## config.mk

```make
export PLATFORM = sky130hd
export DESIGN_NAME = dbgctl
export DESIGN_NICKNAME = d
export VERILOG_FILES = /design/src/dbgctl_pkg.sv /design/src/dbgctl_sync.sv /design/src/dbgctl.sv
export SDC_FILE = /design/constraint.sdc
export NUM_CORES = 1
export LEC_CHECK = 0
export ABC_AREA = 1
export BUFFER_PORTS_ARGS = -buffer_cell sky130_fd_sc_hd__clkbuf_2
export CORE_ASPECT_RATIO = 0.9
export CORE_MARGIN = 3
export CORE_UTILIZATION = 35
export CTS_BUF_LIST = sky130_fd_sc_hd__clkbuf_8
export CTS_CLUSTER_SIZE = 12
export DETAILED_ROUTE_END_ITERATION = 12
export PLACE_DENSITY = 0.62
export SETUP_SLACK_MARGIN = 0.4
export SLEW_MARGIN = 20
export SYNTH_ARGS = -nofsm -noshare
export SYNTH_HDL_FRONTEND = slang
export SYNTH_SLANG_ARGS = --single-unit
```

## constraint.sdc

```tcl
create_clock -name pclk -period 1.65 [get_ports pclk]
set_clock_uncertainty 0.2 [all_clocks]
set_input_delay 0.165 -clock pclk [delete_from_list [all_inputs] [get_ports pclk]]
set_output_delay 0.165 -clock pclk [all_outputs]
set_load 0.005 [all_outputs]
```

## src/dbgctl_pkg.sv

```systemverilog
// Shared constants and state types for the debugger control block.
// Assumes a single 125 MHz APB clock domain.
package dbgctl_pkg;

  localparam logic [11:0] ctl_offset = 12'h000;
  localparam logic [11:0] sts_offset = 12'h004;
  localparam logic [11:0] msk_offset = 12'h008;

  localparam logic [7:0] ctl_reset = 8'h00;
  localparam int halt_bit = 7;
  localparam int breakpoint_enable_bit = 6;
  localparam int ack_bit = 5;
  localparam int chip_reset_bit = 0;
  localparam logic [7:0] ctl_rw_mask = 8'hE1;

  localparam logic [7:0] reset_halt_cmd = 8'h81;
  localparam logic [7:0] reset_go_cmd = 8'h41;
  localparam logic [7:0] run_cmd = 8'h40;
  localparam logic [7:0] breakpoint_opcode = 8'h00;

  // Interrupt status layout
  localparam int ev_break = 0;
  localparam int ev_serial = 1;
  localparam int ev_chip_reset = 2;
  localparam int ev_width = 3;
  localparam logic [2:0] ev_reset = 3'h0;

  // Serial break: nine bit times at the slowest baud, clk/512
  localparam int break_bits = 9;
  localparam int min_baud_div = 512;
  localparam int break_cycles = break_bits * min_baud_div;
  localparam int low_cnt_w = 13;

  typedef struct packed {
    logic halt;
    logic breakpoint_enable;
    logic ack;
  } ctl_t;

  typedef struct packed {
    ctl_t ctl;
    logic [ev_width-1:0] sts;
    logic [ev_width-1:0] msk;
    logic [31:0] prdata;
    logic pready;
    logic pslverr;
    logic irq;
    logic chip_reset;
    logic baud_reset;
    logic brk_nop;
    logic [low_cnt_w-1:0] low_cnt;
    logic in_break;
  } state_t;

endpackage

```

## src/dbgctl_sync.sv

```systemverilog
// Two-flop synchroniser for one pin level.
// Assumes the pin is asynchronous to clk.
`timescale 1ns/1ns
module dbgctl_sync #(
  parameter logic RESET_VAL = 1'b1
) (
  input wire logic clk,
  input wire logic rst_n,
  input wire logic async_in,
  output logic sync_out
);
  logic meta_q;

  always_ff @(posedge clk or negedge rst_n) begin
    if (!rst_n) begin
      meta_q <= RESET_VAL;
      sync_out <= RESET_VAL;
    end else begin
      meta_q <= async_in;
      sync_out <= meta_q;
    end
  end
endmodule

```

## src/dbgctl.sv

```systemverilog
// Debugger control register with APB access, breakpoint trap,
// chip reset commands and serial break watch on the debug pin.
// Assumes core decode and option inputs are on pclk.
// Operation
// - Writing 81H resets the chip and leaves it halted in debug mode
// - Writing 41H resets the chip and lets it run normally
// - Writing 40H while halted resumes execution
// - Halt flag at bit 7 set stops instruction fetch
// - Clearing the halt flag restarts instruction fetch
// - Opcode 00H decoded with breakpoints enabled sets the halt flag
// - With breakpoints disabled, opcode 00H acts as no-operation
// - Read protect blocks software clearing the halt flag; reset only
// - Halt flag 0 means normal operation, 1 means debug mode
// - Serial break resets baud detector, leaves control register alone
`timescale 1ns/1ns
module dbgctl #(
  parameter int BREAK_CYCLES = dbgctl_pkg::break_cycles
) (
  input wire logic pclk,
  input wire logic presetn,
  input wire logic psel,
  input wire logic penable,
  input wire logic pwrite,
  input wire logic [11:0] paddr,
  input wire logic [31:0] pwdata,
  output logic [31:0] prdata,
  output logic pready,
  output logic pslverr,
  input wire logic decode_valid,
  input wire logic [7:0] decode_opcode,
  input wire logic read_protect,
  input wire logic debug_serial_pin,
  output logic fetch_stop,
  output logic chip_reset_req,
  output logic baud_reset,
  output logic brk_nop,
  output logic irq
);
  // Last count of a low run before the pin counts as a break
  typedef logic [dbgctl_pkg::low_cnt_w-1:0] cnt_t;
  localparam cnt_t break_last = cnt_t'(BREAK_CYCLES - 1);
  dbgctl_pkg::state_t s_q;
  dbgctl_pkg::state_t s_d;
  logic pin_s;
  logic setup;
  logic wr_acc;
  logic rd_acc;
  logic [7:0] ctl_rd;
  logic [7:0] wbyte;
  logic brk_hit;
  logic [dbgctl_pkg::ev_width-1:0] ev;

  dbgctl_sync #(
    .RESET_VAL(1'b1)
  ) u_pin_sync (
    .clk(pclk),
    .rst_n(presetn),
    .async_in(debug_serial_pin),
    .sync_out(pin_s)
  );

  assign setup = psel && !penable;
  assign wr_acc = psel && penable && s_q.pready && pwrite;
  assign rd_acc = psel && penable && s_q.pready && !pwrite;
  assign wbyte = pwdata[7:0];
  // Reserved bits and the self-clearing reset bit read as zero
  assign ctl_rd = {s_q.ctl.halt, s_q.ctl.breakpoint_enable, s_q.ctl.ack, 5'h00};
  assign brk_hit = decode_valid &&
                   decode_opcode == dbgctl_pkg::breakpoint_opcode &&
                   s_q.ctl.breakpoint_enable;

  always_comb begin
    s_d = s_q;
    ev = dbgctl_pkg::ev_reset;
    s_d.chip_reset = 1'b0;
    s_d.baud_reset = 1'b0;
    // Disabled breakpoint is flagged to the core as a no-operation
    s_d.brk_nop = decode_valid && !s_q.ctl.breakpoint_enable &&
                  decode_opcode == dbgctl_pkg::breakpoint_opcode;

    // APB: registered answer, one wait-free access phase
    s_d.pready = setup;
    s_d.pslverr = 1'b0;
    if (setup) begin
      s_d.prdata = 32'h0000_0000;
      case (paddr)
        dbgctl_pkg::ctl_offset: s_d.prdata = {24'h00_0000, ctl_rd};
        dbgctl_pkg::sts_offset: s_d.prdata = {29'h000_0000, s_q.sts};
        dbgctl_pkg::msk_offset: s_d.prdata = {29'h000_0000, s_q.msk};
        default: s_d.pslverr = 1'b1;
      endcase
    end

    if (wr_acc && !s_q.pslverr) begin
      case (paddr)
        dbgctl_pkg::ctl_offset: begin
          s_d.ctl.breakpoint_enable = wbyte[dbgctl_pkg::breakpoint_enable_bit];
          s_d.ctl.ack = wbyte[dbgctl_pkg::ack_bit];
          // Protected part: flag may be set but never cleared by writes
          if (wbyte[dbgctl_pkg::halt_bit] || !read_protect) begin
            s_d.ctl.halt = wbyte[dbgctl_pkg::halt_bit];
          end
          // Reset bit self-clears; halt flag survives the chip reset
          if (wbyte[dbgctl_pkg::chip_reset_bit]) begin
            s_d.chip_reset = 1'b1;
            ev[dbgctl_pkg::ev_chip_reset] = 1'b1;
          end
        end
        dbgctl_pkg::msk_offset: s_d.msk = wbyte[dbgctl_pkg::ev_width-1:0];
        default: ;
      endcase
    end

    if (brk_hit) begin
      s_d.ctl.halt = 1'b1;
      ev[dbgctl_pkg::ev_break] = 1'b1;
    end

    // Break watch: only the baud logic is reset, control is untouched
    if (pin_s) begin
      s_d.low_cnt = '0;
      s_d.in_break = 1'b0;
    end else if (!s_q.in_break) begin
      s_d.low_cnt = s_q.low_cnt + 1'b1;
      if (s_q.low_cnt == break_last) begin
        s_d.in_break = 1'b1;
        s_d.baud_reset = 1'b1;
        ev[dbgctl_pkg::ev_serial] = 1'b1;
      end
    end

    // Read clears only the bits the master saw; new events win
    if (rd_acc && paddr == dbgctl_pkg::sts_offset) begin
      s_d.sts = s_q.sts & ~s_q.prdata[dbgctl_pkg::ev_width-1:0];
    end
    s_d.sts = s_d.sts | ev;
    s_d.irq = |(s_d.sts & s_d.msk);
  end

  always_ff @(posedge pclk or negedge presetn) begin
    if (!presetn) begin
      s_q.ctl.halt <= dbgctl_pkg::ctl_reset[dbgctl_pkg::halt_bit];
      s_q.ctl.breakpoint_enable <= dbgctl_pkg::ctl_reset[dbgctl_pkg::breakpoint_enable_bit];
      s_q.ctl.ack <= dbgctl_pkg::ctl_reset[dbgctl_pkg::ack_bit];
      s_q.sts <= dbgctl_pkg::ev_reset;
      s_q.msk <= dbgctl_pkg::ev_reset;
      s_q.prdata <= 32'h0000_0000;
      s_q.pready <= 1'b0;
      s_q.pslverr <= 1'b0;
      s_q.irq <= 1'b0;
      s_q.chip_reset <= 1'b0;
      s_q.baud_reset <= 1'b0;
      s_q.brk_nop <= 1'b0;
      s_q.low_cnt <= 13'h0000;
      s_q.in_break <= 1'b0;
    end else begin
      s_q <= s_d;
    end
  end

  assign prdata = s_q.prdata;
  assign pready = s_q.pready;
  assign pslverr = s_q.pslverr;
  // Flag 1 is debug mode and holds off fetch; 0 is normal run
  assign fetch_stop = s_q.ctl.halt;
  assign chip_reset_req = s_q.chip_reset;
  assign baud_reset = s_q.baud_reset;
  assign brk_nop = s_q.brk_nop;
  assign irq = s_q.irq;
endmodule

```

# After elaboration in Yosys (flattened, before gate mapping)
# Index checks and enable logic that the tools add are counted.
# totals
regBits	63
input_bits	60
output_inout_bits	39
elab_cells	70
# classes
add_sub_neg	1
eq_ne	4
n_mux	19
n_bitwise	4
n_reduce_logical	26
# ops
cell	count
2-to-1 mux 14 bit	2
case mux 8 bit (3 select lines)	1
2-to-1 mux 3 bit	5
adder 13 x 1 -> 13 bit, second input constant	1
equality test 13 bit, second input constant	1
equality test 12 x 3 -> 1 bit, second input constant	1
equality test 12 x 4 -> 1 bit, second input constant	1
logical NOT 12 bit	1
logical AND 1 bit	11
2-to-1 mux 1 bit	11
logical NOT 8 bit	1
AND 3 bit	2
nonzero test 2 bit	3
OR reduction 3 bit	2
logical NOT 1 bit	5
NOT 3 bit	1
bitwise OR 3 bit	1
AND reduction 3 bit	1
inequality test 2 x 1 -> 1 bit, second input constant	1
AND reduction 2 bit	1
logical OR 1 bit	1

# Logic depth before layout (Yosys ltp)
# logic_depth
ltp_word	8
ltp_mapped	9

# Cells and area by module
# From an unflattened synthesis, not the netlist that was laid out.
# hier_totals
cells_unflattened	263
hier_area_um2	2048.2
# modules_own_cells
mod	instances	cells_each	area_each_um2
dbgctl	1	261	1995.7
dbgctl_sync	1	2	52.6

# Worst setup path before layout
# OpenSTA, ideal clock, no wires.
# synth_timing
path_kind	flip-flop to flip-flop
startpoint	reg s_q[1] in the netlist's numbering
endpoint	reg s_q[11] in the netlist's numbering
arrival_ns	1.246
slack_ns	0.087
path_stages_with_launch	9
period_less_slack_ns	1.563
path_cell_list	dfrtp_1 > ha_1 > inv_1 > nor2_8 > nand4_4 > nor2_4 > nand3_2 > nor2_1 > nor2_1
# synth_between
elab_chain_cells	3
# synth_rtl
element	line	rtl
start, declared	dbgctl.sv:42	dbgctl_pkg::state_t s_q;
adder 13 x 1 -> 13 bit	dbgctl.sv:124	s_d.low_cnt = s_q.low_cnt + 1'b1;
2-to-1 mux 14 bit	dbgctl.sv:123	end else if (!s_q.in_break) begin
2-to-1 mux 14 bit	dbgctl.sv:120	if (pin_s) begin
# No other way between the ends. The select of a mux whose other input is x is not followed.
# A chain may end at the register's enable or synchronous reset.

# Worst setup path after layout
# layout_timing
startpoint	reg, netlist name pready
endpoint	reg s_q (netlist bit ctl_rd[6])
# layout_between
elab_chain_cells	4
# layout_rtl
element	line	rtl
logical AND 1 bit (2 in series)	dbgctl.sv:63	assign wr_acc = psel && penable && s_q.pready && pwrite;
logical AND 1 bit	dbgctl.sv:94	if (wr_acc && !s_q.pslverr) begin
AND reduction 2 bit (no line)	-	
# No other way between the ends.

==> summary.md <==
| Metric | Value |
|---|---|
| Status | `completed` |
| Syn Std Cell Area | `2100 um2` |
| Avg Vias per Cell | `around 4.5` |
| First DRT Iteration DRCs | `91` |
| Antenna violations before repair | `0` |
| Port bufs | `46` |
| Max IR drop VDD | `about 0.33 mV` |
| Commonest non-fill, non-tap cell in the layout | `nand2_1` |
| First-pass GRT wire length | `7.81 mm` |
| Pin count of the biggest net entering global routing | `38` |
| Endpoints failing setup | `0` |
| Setup TNS | `0 ns` |
| TritonCTS clock tree | `done` |
| R2R cell count | `4` |
| ANT cells | `0` |
| WHS | `0.00967 ns` |
| Max cap viols | `0` |
| Seq/Total Area, Yosys | `44.2%` |
| Clk sinks | `37` |
| Clk_lat worst skew | `0.29 ns` |
| Die area | `approximately 7000 um2` |
| Number of synthesized flops with an enable pin | `0` |
| Main synth FF type | `dfrtp_1` |
| Final Util | `between 40% and 50%` |
| Fillers | `roughly 530` |
| Initial Utilization | `36.5%` |
| PnR Total Power | `2.29 mW` |
| Worst-path cell chain | `nand3_2 -> nor2_4 -> nand3_4 -> mux2_4` |
| Worst EP arrival | `1.49 ns` |
| CP endpoint kind | `flip-flop` |
| Width of the die | `87.6 um` |
| Hold EP | `s_q[54]$_DFF_PN0_` |
| IO Pins | `99` |
| Routed WL per cell | `11.3 um` |
| Max Fclk | `about 660 MHz` |
| Total grt overflow | `0` |
| Reg-to-Reg End | `ctl_rd[6]$_DFFE_PN0P_` |
| Fin nets | `402` |
| Total track usage | `around 14%` |
| DIE HEIGHT | `79.5 um` |
| Hpwl dp | `3.36 mm` |
| CTS Buffer Depth | `2` |
| Synth Area per Inst | `approximately 8 um2` |
| Async S/R FF share, synth | `100%` |
| Clk root buf | `clkbuf_8` |
| Final std cells w/o fill | `between 400 and 500` |
| #FFs+latches synth | `37` |
| Area of the multi-input gates | `1010 um2` |
| Pre-antenna DRT Iters | `4` |
| Cell area power density | `811 nW/um2` |
| Final hold viol count | `0` |
| Detail Route Antenna Nets | `0` |
| FF+latch area | `932 um2` |
| Critical Path Fanout Max | `7` |
| Routed via count | `1872` |
| Fin crit period | `between 1.5 and 2 ns` |
| DRC violations left | `0` |
| Leakage | `around 1.5 nW` |
| Most frequent cells in the layout | `55 x nand2_1, 46 x clkbuf_2, 32 x dfrtp_1` |
| R2r setup slk | `0.14 ns` |
| Clock transition at path regs | `0.07 ns` |
| Netlist cell types | `29` |
| WHS Path Cells | `5` |
| Worst endpoint required time | `1.63 ns` |
| Warnings from Yosys | `0` |
| Rows | `26` |
| Slowest cell on crit path | `dfrtp_1` |
| RSZ-0062 raised after global routing | `true` |
| RePlAce Congestion | `roughly 0.8` |
| Critical path launch point type | `flip-flop` |
| P&R area growth vs syn | `34.6%` |
| Max-slew violation total from the final report | `0` |
| Hold Crit Class | `input pin to flip-flop` |
| DP Cell Count | `about 380` |
| Critical setup path kind | `flip-flop to flip-flop` |
| WL final | `between 4 and 5 mm` |
| Num CTS Buffers | `5` |
| Crit share post-route | `91.6%` |
| HP Start | `pwdata[2]` |
| Vias in the first global route | `roughly 1700` |
| Core Region | `5760 um2` |
| Layout cells sized above 1 | `a little over a third` |
| H-Tree Depth | `2` |
| Max stage delay on crit path | `0.36 ns` |
| Mapped Cells | `260` |
| Reg-to-Reg Start | `pready$_DFF_PN0_` |
-- cells in the mapped netlist (3+ instances only) --
cell     instances  area [um2]
nor3_1           6        30.0
o22ai_1          3        18.8
dfrtp_1         35         876
nand3_1          9        45.0
nand4_1         15        93.8
buf_4           33         248
a21oi_1          9        45.0
inv_1           31         116
o21ai_0         10        50.1
nand2_1         58         218
nor2_1          25        93.8
-- repair_timing --
action | in CTS | in global routing
endpoints found under the hold margin | 42 | 0
resized for setup | 18 | 20
endpoints found under the setup margin | 25 | 28
hold buffers | 10 | 0
pin swaps | 10 | 15
setup buffers | 8 | 11
-- through the flow --
step | area (um2) | setup slack, ns
floorplan | 2230 | 0.143
global placement | 2350 | 0.104
detailed placement | 2350 | 0.0902
CTS | 2680 | 0.147
global route | 2830 | 0.0368
finish | 2830 | 0.138
-- kinds of logic (layout without fill, tap and decap cells) --
logic type	count (synthesis)	after routing	synth area share (%)
and+or+nand+nor	127	127	29.8
adders and majority gates	1	1	0.596
DFF	37	37	44.2
AOI/OAI and AO/OA	25	25	6.26
muxes	2	2	1.07
other	1	26	0.179
buffers and inverters	67	124	17.9
-- power breakdown --
group	total (mW)	switching (mW)	internal [mW]
logic	0.468	0.206	0.262
clock network	0.815	0.324	0.491
registers	1.01	0.0588	0.950
-- flip-flops by register name (all words and copies together) (netlist names) --
register and count:
chip_reset_req 1, fetch_stop 1, brk_nop 1, u_pin_sync.sync_out 1, pready 1, irq 1
pslverr 1, prdata 6, u_pin_sync.meta_q 1, s_q 20, ctl_rd 2, baud_reset 1
-- worst max-delay path by stage --
| stage | endpoint | cells past startpoint | startpoint |
|---|---|---|---|
| final | ctl_rd[6]$_DFFE_PN0P_ | 4 | pready$_DFF_PN0_ |
| after floorplan | s_q[11]$_DFFE_PN0P_ | 8 | s_q[1]$_DFFE_PN0P_ |
| after global routing | s_q[11]$_DFFE_PN0P_ | 8 | s_q[3]$_DFFE_PN0P_ |
| after global placement | s_q[13]$_DFFE_PN0P_ | 3 | u_pin_sync.sync_out$_DFF_PN1_ |
| after CTS | s_q[12]$_DFFE_PN0P_ | 6 | s_q[2]$_DFFE_PN0P_ |
| after detailed placement | s_q[13]$_DFFE_PN0P_ | 3 | u_pin_sync.sync_out$_DFF_PN1_ |
-- area by class of cell --
class                           count  area share [%]
Inverter                           34            4.78
Clock buffer                        6            2.92
Timing Repair Buffer               82            19.3
Multi-Input combinational cell    181            35.6
Tap cell                           70            3.10
Sequential cell                    37            33.0
Clock inverter                      2            1.33
-- routing by layer --
metal	track usage [%]	up-vias	wire [um]
met1	18.8	854	2100
met5	0	-	0
met3	3.10	10	232
li1	-	949	-
met2	22.7	59	2250
met4	5.06	0	93
-- critical path: cells and delay by family (launching register included) --
family	cells	cell delay (ns)
flops	1	0.36
mux	1	0.32
simple gates	3	0.53
Power figures use the tool's default switching activity.
